<file path="src/core/ain_cfg_defs.svh">
// Constants for the analog input range and units formatter.
// Assumes inclusion by bare name from core design files and from the verification checker.
`ifndef AIN_CFG_DEFS_SVH
`define AIN_CFG_DEFS_SVH
// Range codes, wide mode
`define RANGE_BCD_10V 3'h0
`define RANGE_BCD_5V 3'h1
`define RANGE_CUR_BTD 3'h6
// Units codes
`define UNITS_SMAG13 2'h0
`define UNITS_TC13 2'h1
`define UNITS_TC12 2'h2
`define UNITS_UMAG12 2'h3
// Full scale of bipolar BCD ranges
`define BCD_FULL_10V 14'd9999
`define BCD_FULL_5V 14'd5000
// Converter full scale
`define ADC_FULL 12'hfff
// Broken loop threshold in counts (1.25 mA on a 20 mA scale)
`define BTD_LIMIT_CNT 12'd256
// Invalid-config indicator toggle interval (half the flash period) in ns
`define FLASH_NS 100000000
`define CLK_NS 40
`define FLASH_CYC (`FLASH_NS / `CLK_NS)
// Result word layout
`define CHAN_ONEHOT_LSB 16
`define BTD_BIT 14
`define SIGN_BIT 15
// Wide mode per-channel sign and broken-loop flags in the upper word
`define SIGN_HI_LSB 20
`define BTD_HI_LSB 24
`endif

</file>
<file path="src/core/ain_cfg_pkg.sv">
// Types for the analog input range and units formatter.
// Assumes no surroundings.
package ain_cfg_pkg;
    typedef enum logic [1:0] {ST_STRAP, ST_RUN, ST_BAD} ain_state_t;
endpackage

</file>
<file path="src/core/word_fifo.sv">
// Small synchronous FIFO with valid/ready on both sides.
// Assumes one clock and an asynchronous active-low reset.
`timescale 1ns/1ps
`default_nettype none
module word_fifo #(
    parameter int WIDTH = 32,
    parameter int DEPTH = 4
) (
    input wire logic clk_sys,
    input wire logic arst_n,
    input wire logic in_valid,
    output logic in_ready,
    input wire logic [WIDTH-1:0] in_data,
    output logic out_valid,
    input wire logic out_ready,
    output logic [WIDTH-1:0] out_data
);
    localparam int AW = $clog2(DEPTH);
    // Storage array
    logic [WIDTH-1:0] mem [DEPTH];
    logic [AW-1:0] wr_ff, nxt_wr, rd_ff, nxt_rd;
    logic [AW:0] cnt_ff, nxt_cnt;
    logic push, pop;

    // Honest flags straight from the occupancy count
    assign in_ready = (cnt_ff != (AW+1)'(DEPTH));
    assign out_valid = (cnt_ff != '0);
    assign out_data = mem[rd_ff];
    assign push = in_valid && in_ready;
    assign pop = out_valid && out_ready;

    // Pointer and count updates
    always_comb
    begin
        nxt_wr = push ? ((wr_ff == AW'(DEPTH-1)) ? '0 : wr_ff + 1'b1) : wr_ff;
        nxt_rd = pop ? ((rd_ff == AW'(DEPTH-1)) ? '0 : rd_ff + 1'b1) : rd_ff;
        nxt_cnt = cnt_ff + (AW+1)'(push) - (AW+1)'(pop);
    end

    // Registering of pointers
    always_ff @(posedge clk_sys or negedge arst_n)
    begin
        if (!arst_n)
        begin
            wr_ff <= '0;
            rd_ff <= '0;
            cnt_ff <= '0;
        end
        else
        begin
            wr_ff <= nxt_wr;
            rd_ff <= nxt_rd;
            cnt_ff <= nxt_cnt;
        end
    end

    // Data array has no reset; only valid slots are read
    always_ff @(posedge clk_sys)
    begin
        if (push)
            mem[wr_ff] <= in_data;
    end
endmodule
`default_nettype wire

</file>
<file path="src/core/ain_range_fmt.sv">
// Range/units decoder and result formatter of a four-channel analog input.
// Assumes conversions arrive as 12-bit offset codes on the same clock, and
// that straps and scan strobe are pins needing synchronisation.
`timescale 1ns/1ps
`default_nettype none
`include "ain_cfg_defs.svh"
module ain_range_fmt
    import ain_cfg_pkg::*;
#(
    parameter int FLASH_CYC = `FLASH_CYC,
    parameter int DEPTH = 4
) (
    input wire logic clk_sys,
    input wire logic arst_n,
    input wire logic wide_mode_pin,
    input wire logic [2:0] range_pin,
    input wire logic [1:0] units_pin,
    input wire logic [1:0] chan_cnt_pin,
    input wire logic [3:0] valid_cfg_pin,
    input wire logic scan_pin,
    input wire logic [47:0] adc_codes,
    output logic [31:0] result_word,
    output logic result_valid,
    output logic run_led,
    output logic ch1_led,
    output logic cfg_bad
);
    // Two-stage synchronisers for all pins
    logic [10:0] sync1_ff, sync2_ff;
    logic [3:0] diag1_ff, diag2_ff;
    logic scan1_ff, scan2_ff, scan3_ff;
    // Held straps
    logic wide_ff, nxt_wide;
    logic [2:0] range_ff, nxt_range;
    logic [1:0] units_ff, nxt_units;
    logic [1:0] last_ff, nxt_last;
    ain_state_t state_ff, nxt_state;
    // Channel rotation and indicator timing
    logic [1:0] chan_ff, nxt_chan;
    logic [31:0] flash_ff, nxt_flash;
    logic blink_ff, nxt_blink;
    logic [31:0] out_ff, nxt_out;
    logic ov_ff, nxt_ov;
    logic [1:0] wait_ff, nxt_wait; // Settling count before straps are taken
    // Indicator registers so lamps come straight from flops
    logic run_led_ff, nxt_run_led, ch1_led_ff, nxt_ch1_led, bad_ff, nxt_bad;
    // FIFO link
    logic scan_evt, fifo_in_ready, fifo_out_valid;
    logic [31:0] word_in, fifo_out;
    logic [17:0] fw; // Formatted data, bit 16 sign, bit 17 broken loop

    // Binary to four-digit BCD by double dabble
    function automatic logic [15:0] to_bcd(input logic [13:0] v);
        logic [29:0] s;
        s = {16'h0000, v};
        for (int i = 0; i < 14; i++)
        begin
            for (int d = 0; d < 4; d++)
                if (s[14+4*d +: 4] > 4'h4)
                    s[14+4*d +: 4] = s[14+4*d +: 4] + 4'h3;
            s = s << 1;
        end
        return s[29:14];
    endfunction

    // Scale a 12-bit magnitude to a decimal full scale
    function automatic logic [13:0] scale(input logic [11:0] m, input logic [13:0] fs);
        logic [25:0] p;
        p = 26'(m) * 26'(fs);
        return 14'(p / 26'(`ADC_FULL));
    endfunction

    // Format one channel's code into the data word
    function automatic logic [17:0] fmt(input logic [11:0] code, input logic wide,
                                        input logic [2:0] rng, input logic [1:0] un);
        logic bip, neg, btd;
        logic [11:0] mag;
        logic [12:0] tc;
        logic [12:0] dif, dbl;
        fmt = '0;
        bip = (rng == 3'h2) || (rng == 3'h3) || (rng == `RANGE_BCD_10V)
              || (rng == `RANGE_BCD_5V);
        neg = bip && !code[11];
        // Bipolar codes are offset binary; full negative would wrap, so clamp it
        dif = neg ? 13'(13'h0800 - {1'b0, code}) : 13'({1'b0, code} - 13'h0800);
        dbl = {dif[11:0], 1'b0};
        mag = !bip ? code : (dbl[12] ? 12'hfff : dbl[11:0]);
        btd = (rng == `RANGE_CUR_BTD) && (code <= `BTD_LIMIT_CNT);
        tc = neg ? 13'(-{1'b0, mag}) : {1'b0, mag};
        if (!wide)
            fmt[15:0] = {neg, btd, 2'b00, mag};
        else if (rng == `RANGE_BCD_10V)
            fmt[15:0] = to_bcd(scale(mag, `BCD_FULL_10V));
        else if (rng == `RANGE_BCD_5V)
            fmt[15:0] = to_bcd(scale(mag, `BCD_FULL_5V));
        else
        begin
            unique case (un)
                `UNITS_SMAG13: fmt[15:0] = {3'b000, neg, mag};
                `UNITS_TC13: fmt[15:0] = {{3{tc[12]}}, tc};
                `UNITS_TC12: fmt[15:0] = {4'h0, tc[12:1]};
                `UNITS_UMAG12: fmt[15:0] = {4'h0, neg ? 12'h000 : mag};
            endcase
        end
        // Four BCD digits fill the data half, so flags travel beside it
        fmt[17:16] = {btd, neg};
    endfunction

    // Synchronise pins before any logic reads them
    always_ff @(posedge clk_sys or negedge arst_n)
    begin
        if (!arst_n)
        begin
            sync1_ff <= '0;
            sync2_ff <= '0;
            diag1_ff <= '0;
            diag2_ff <= '0;
            scan1_ff <= 1'b0;
            scan2_ff <= 1'b0;
            scan3_ff <= 1'b0;
        end
        else
        begin
            sync1_ff <= {wide_mode_pin, range_pin, units_pin, chan_cnt_pin, 3'b000};
            sync2_ff <= sync1_ff;
            diag1_ff <= valid_cfg_pin;
            diag2_ff <= diag1_ff;
            scan1_ff <= scan_pin;
            scan2_ff <= scan1_ff;
            scan3_ff <= scan2_ff;
        end
    end

    // Rising edge of the host scan strobe
    assign scan_evt = scan2_ff && !scan3_ff;

    // Strap capture, rotation, indicators
    always_comb
    begin
        nxt_state = state_ff;
        nxt_wide = wide_ff;
        nxt_range = range_ff;
        nxt_units = units_ff;
        nxt_last = last_ff;
        nxt_chan = chan_ff;
        nxt_flash = flash_ff;
        nxt_blink = blink_ff;
        nxt_out = fifo_out_valid ? fifo_out : out_ff;
        nxt_ov = 1'b0;
        nxt_wait = wait_ff;
        unique case (state_ff)
            ST_STRAP:
            begin
                // Synchronisers hold reset zeros until two edges have passed
                nxt_wait = wait_ff + 2'd1;
                if (wait_ff == 2'd2)
                begin
                    // Capture once; straps then held for the whole run
                    nxt_wide = sync2_ff[10];
                    nxt_range = sync2_ff[9:7];
                    nxt_units = sync2_ff[6:5];
                    nxt_last = sync2_ff[4:3];
                    // Diagnostic input marks bad straps seen by the front end
                    nxt_state = (diag2_ff != 4'h0) ? ST_BAD : ST_RUN;
                end
            end
            ST_RUN:
            begin
                // Slow heartbeat while healthy
                nxt_flash = (flash_ff >= 32'(FLASH_CYC * 5 - 1)) ? '0 : flash_ff + 1;
                if (flash_ff == '0)
                    nxt_blink = !blink_ff;
                if (scan_evt && fifo_in_ready)
                begin
                    nxt_ov = 1'b1;
                    nxt_chan = (chan_ff == last_ff) ? 2'd0 : chan_ff + 2'd1;
                end
            end
            ST_BAD:
            begin
                // Fast flash of channel one
                nxt_flash = (flash_ff >= 32'(FLASH_CYC - 1)) ? '0 : flash_ff + 1;
                if (flash_ff == '0)
                    nxt_blink = !blink_ff;
            end
        endcase
        // Lamps follow the next state so they move together with it
        nxt_bad = (nxt_state == ST_BAD);
        nxt_run_led = (nxt_state == ST_RUN) && nxt_blink;
        nxt_ch1_led = (nxt_state == ST_BAD) ? nxt_blink
                      : ((nxt_state == ST_RUN) && (nxt_chan == 2'd0));
    end

    // Word for current channel; upper half holds channel one-hot and per-channel flags in wide mode
    always_comb
    begin
        fw = fmt(adc_codes[12*chan_ff +: 12], wide_ff, range_ff, units_ff);
        word_in = '0;
        word_in[15:0] = fw[15:0];
        if (wide_ff)
        begin
            word_in[`CHAN_ONEHOT_LSB +: 4] = 4'h1 << chan_ff;
            word_in[`SIGN_HI_LSB + chan_ff] = fw[16];
            word_in[`BTD_HI_LSB + chan_ff] = fw[17];
        end
        else
            word_in[13:12] = chan_ff;
    end

    // State, strap and output registers
    always_ff @(posedge clk_sys or negedge arst_n)
    begin
        if (!arst_n)
        begin
            wait_ff <= 2'h0;
            run_led_ff <= 1'b0;
            ch1_led_ff <= 1'b0;
            bad_ff <= 1'b0;
            state_ff <= ST_STRAP;
            wide_ff <= 1'b0;
            range_ff <= 3'h0;
            units_ff <= 2'h0;
            last_ff <= 2'h0;
            chan_ff <= 2'h0;
            flash_ff <= '0;
            blink_ff <= 1'b0;
            out_ff <= '0;
            ov_ff <= 1'b0;
        end
        else
        begin
            state_ff <= nxt_state;
            wide_ff <= nxt_wide;
            range_ff <= nxt_range;
            units_ff <= nxt_units;
            last_ff <= nxt_last;
            chan_ff <= nxt_chan;
            flash_ff <= nxt_flash;
            blink_ff <= nxt_blink;
            out_ff <= nxt_out;
            ov_ff <= fifo_out_valid;
            wait_ff <= nxt_wait;
            run_led_ff <= nxt_run_led;
            ch1_led_ff <= nxt_ch1_led;
            bad_ff <= nxt_bad;
        end
    end

    // Buffer between formatter and host port; host drains one per cycle
    word_fifo #(.WIDTH(32), .DEPTH(DEPTH)) u_fifo (
        .clk_sys(clk_sys),
        .arst_n(arst_n),
        .in_valid(nxt_ov),
        .in_ready(fifo_in_ready),
        .in_data(word_in),
        .out_valid(fifo_out_valid),
        .out_ready(1'b1),
        .out_data(fifo_out)
    );

    // Registered outputs
    assign result_word = out_ff;
    assign result_valid = ov_ff;
    assign run_led = run_led_ff;
    assign ch1_led = ch1_led_ff;
    assign cfg_bad = bad_ff;
endmodule
`default_nettype wire

</file>
<file path="config.mk">
export PLATFORM = sky130hd
export DESIGN_NAME = ain_range_fmt
export DESIGN_NICKNAME = d
export VERILOG_FILES = /design/src/core/ain_cfg_pkg.sv /design/src/core/word_fifo.sv /design/src/core/ain_range_fmt.sv
export VERILOG_INCLUDE_DIRS = /design/src /design/src/core
export SDC_FILE = /design/constraint.sdc
export NUM_CORES = 1
export LEC_CHECK = 0
export BUFFER_PORTS_ARGS = -buffer_cell sky130_fd_sc_hd__buf_2
export CAP_MARGIN = 40
export CORE_MARGIN = 2
export CORE_UTILIZATION = 30
export CTS_CLUSTER_DIAMETER = 60
export DETAILED_ROUTE_END_ITERATION = 7
export PLACE_DENSITY = 0.57
export SYNTH_ARGS = -nofsm -noshare
export SYNTH_HDL_FRONTEND = slang
export SYNTH_SLANG_ARGS = --single-unit
</file>
<file path="constraint.sdc">
create_clock -name clk_sys -period 19.2 [get_ports clk_sys]
set_input_delay 3.84 -clock clk_sys [delete_from_list [all_inputs] [get_ports clk_sys]]
set_output_delay 3.84 -clock clk_sys [all_outputs]
set_load 0.01 [all_outputs]
</file>
==> results.txt <==
For the worst setup path, the data required time is 19.51 ns. For this run, the number of Yosys warnings is 0. The tree built by TritonCTS fans out to 225 sinks. Excluding fillers, the count of instances in the completed layout stands at 6394. The netlist uses 128 different library cells.

The run gives -1.56 ns as the worst setup slack after layout. Once detail routing completed, the nets flagged for antenna violations numbered 0. Derived from the worst setup path, the maximum achievable clock frequency is 0.0482 GHz.

The tools report the number of levels the H-tree was split into as 1. The endpoint identified for the worst register-to-register timing path is u_fifo.mem[3][0]$_DFFE_PP_. The count of port buffers added during placement was 94. The worst hold path terminates at sync2_ff[8]$_DFF_PN0_. The slowest stage of the critical path belongs to the cell sky130_fd_sc_hd__fa_1. The max-slew headroom at the worst pin was 0.303.

The beginning of the worst register-to-register path is chan_ff[0]$_DFF_PN0_. The largest stage delay on the critical path works out to 0.58 ns. Type of the worst setup path: in2reg.

Largest area contributor in the synthesized netlist: sky130_fd_sc_hd__ha_1. The area share of the largest cell type after synthesis is 0.111, and the post-route clock skew is 0.00838 ns. The wire length of the first global-routing pass was 160000 um; the wire length after detailed routing was 99900 um. After legalization and detailed placement, the total HPWL measured 78800 um. The tools report the area taken by multi-input logic gates as 0.0264 mm^2.

The number of hold buffers added after CTS is 0. Measured along the x axis, the die boundary spans 322 um. The post-detailed-route wirelength per cell is 15.6 um. The first routing iteration left 2042 violations. After synthesis, the mean cell area works out to 8.46 um^2. The layout has 9447 filler cells. Clock latency at the later pin of the worst-skew pair: 0.50 ns.

TritonCTS built the clock tree. The post-route minimum period is 20.76 ns. Worst hold-check path type: reg2reg.

The library cells used most frequently in the layout, excluding fill and tap cells, are sky130_fd_sc_hd__buf_4 (1364), sky130_fd_sc_hd__nor2_1 (301), sky130_fd_sc_hd__inv_1 (242), sky130_fd_sc_hd__nand2_1 (242), sky130_fd_sc_hd__ha_1 (234). Counting both buffers and inverters, the worst setup path holds a total of 20. The critical path endpoint category was a flop. The sequential-to-total area share from yosys stat was 0.204. After clock tree synthesis, the clock-pin slew on the worst setup and hold paths is 0.07 ns. The cell family contributing the most delay on the critical path was simple AND/OR/NAND/NOR gates.

The post-route fraction of the period consumed by the critical path was 1.08. The final number of setup-violating endpoints was 64. In this run the vertical extent of the chip is 322 um.

The area added between synthesis and finish is 56.0%. The number of flops mapped to enable cells by yosys works out to 112. The CTS buffer count came out at 20.

The number of antenna violations at the first check in global routing was 0. STA classifies the critical path startpoint as an input port. The maximum buffer depth of the clock tree is 3, and the placed cell count is 6201. In this run the count of I/O pins placed on the die edge is 99.

Worst hold slack: 0.350 ns. Register cell area after layout: 0.00619 mm^2. The most common cell after layout, fill and taps aside is sky130_fd_sc_hd__buf_4.

Number of placement rows: 116. The checks that failed: negative setup slack. The most numerous cell type found on the critical path is sky130_fd_sc_hd__buf_4. Summed over all layers, the global routing overflow is 0. The combined area of all synthesized cells is 0.0304 mm^2, and the share of cells above drive strength 1 is 0.461. Before CTS, the worst setup slack after placement is -2.78 ns. Flip-flop cell with the highest count after synthesis: sky130_fd_sc_hd__dfrtp_1.

For the pin with the worst max-slew slack, the measured transition is 1.02 ns. The repair_antennas step left the layout with diodes totalling 0. The peak fanout along the critical path came out at 6. Counting instances, the worst hold path has a depth of 0. Global-route total usage across every layer: 0.182. The run gives 0.303 as the effective utilization at floorplan.

The via count normalized by instance count was 5.12. In the post-synthesis netlist, the biggest area contributors are sky130_fd_sc_hd__ha_1 (11%), sky130_fd_sc_hd__edfxtp_1 (11%), sky130_fd_sc_hd__dfrtp_1 (9.3%). The synthesis-stage register bit count was 225; the number of maximum-capacitance constraint violations was 0.

The logs give 0 for the number of max-slew violations in the final report and 0.100 mm^2 for the core area. Setup repair after global routing could not meet its margin everywhere. The startpoint identified for the worst hold timing path is sync1_ff[8]$_DFF_PN0_.

For flop-to-flop paths, the worst setup slack is 1.08 ns. For this run, design rule violations remaining after detail routing come to 0. The instance count of the mapped netlist came out at 3597. The share of synthesized registers carrying an async set or reset was 0.502; the final layout net count was 5421. The tree is rooted in a sky130_fd_sc_hd__clkbuf_16. The die covers 0.104 mm^2.

The maximum number of pins on one net before global-route repair was 61. The flow ran to the end, but the final reports show violations. The logs give 0 for the count of final hold-check violations and 31902 for the via count of the first global-routing pass. The first detailed-routing pass took 6 iterations. The tools report the routability-driven placement congestion ratio as 0.903. Data on the critical path arrives at its endpoint at 21.08 ns. The tools report the routed via count as 32753. For the worst flop-to-flop path, the logic depth is 76.
[how the worst max path moves through the flow]
stage | from | end | slack (ns) | cells after the start
floorplan | adc_codes[38] | u_fifo.mem[0][1]$_DFFE_PP_ | -2.13 | 71
CTS | adc_codes[37] | u_fifo.mem[3][0]$_DFFE_PP_ | -1.32 | 68
global route | adc_codes[37] | u_fifo.mem[3][0]$_DFFE_PP_ | -2.16 | 74
detailed placement | adc_codes[37] | u_fifo.mem[1][0]$_DFFE_PP_ | -2.78 | 73
finish | adc_codes[37] | u_fifo.mem[3][0]$_DFFE_PP_ | -1.56 | 77
global placement | adc_codes[37] | u_fifo.mem[1][5]$_DFFE_PP_ | -2.63 | 70
[synthesized netlist by cell type, drive strengths merged (16+ instances only)]
cell type,count
nor2,327
ha,271
inv,268
nand2,261
a21oi,214
o21ai,182
xnor2,140
dfrtp,113
edfxtp,112
nor3,109
nand3,105
xor2,87
mux2i,84
mux2,75
clkbuf,67
fa,64
nor4,58
nand4,55
or3,53
o211ai,49
a31oi,48
o21a,48
a211oi,47
buf,47
and2,46
and3,46
a21o,45
nand2b,44
mux4,41
o31ai,38
or2,34
nor2b,21
o22ai,20
or4,20
a211o,19
a311oi,19
and4,19
o211a,19
o21bai,18
a22oi,17
a31o,17
a21boi,16
[cell families after synthesis]
family / after synthesis / synth area share
AO/OA/AOI/OAI: 978 / 0.227
adder cells (fa/ha/maj): 338 / 0.155
flip-flops: 225 / 0.204
buffers and inverters: 382 / 0.0499
other: 1 / 0.000123
AND/OR/NAND/NOR: 1244 / 0.211
XOR/XNOR: 229 / 0.0676
multiplexers: 200 / 0.0862
[sequential cells by signal, indices dropped and copies added, names as in the netlist, 3 cells and up]
name and flops:
diag1_ff 4, diag2_ff 4, u_fifo.cnt_ff 3, sync2_ff 8, u_fifo.mem 112, range_ff 3
result_word 28, flash_ff 32, sync1_ff 8
[per-layer routing]
metal	track usage	vias up	share of wire	wire length, um
met2	0.328	577	0.50	50300
met4	0.0327	0	0.016	1570
met1	0.242	15831	0.45	44800
li1	-	16239	-	-
met3	0.00954	106	0.032	3230
met5	0	-	0	0
[timing repair]
action                     in CTS  in global routing
setup endpoints to repair      64                 64
pin swaps                      89                117
buffers inserted               60                101
resized for setup             234                398
hold endpoints to repair        0                  0
[final cells by class]
class | count | share of cell area
Multi-Input combinational cell | 2993 | 0.557
Timing Repair Buffer | 1515 | 0.241
Sequential cell | 225 | 0.131
Tap cell | 1357 | 0.0358
Inverter | 268 | 0.0214
Clock buffer | 24 | 0.0113
Clock inverter | 12 | 0.00298
[per-stage QoR]
step | instance area [um^2] | util | setup TNS [ns]
after global routing | 47400 | 0.473 | -121.66
after CTS | 44800 | 0.446 | -69.55
final | 47400 | 0.473 | -85.92
after detailed placement | 42600 | 0.425 | -159.12
after global placement | 42500 | 0.424 | -150.53
after floorplan | 31400 | - | -107.73
[worst reg2reg max path: cells and delay by family (launching register included)]
family                     cells  cell delay, ns
muxes                          2            0.78
DFF                            1            0.66
AOI/OAI and AO/OA             22            4.37
adders and majority gates      8            3.21
xor gates and xnor gates       2            0.49
buffers and inverters         19            2.44
and+or+nand+nor               23            6.00
Power is not shown: default switching activity piles up to over one toggle a cycle in this logic, so the estimate is an artifact.
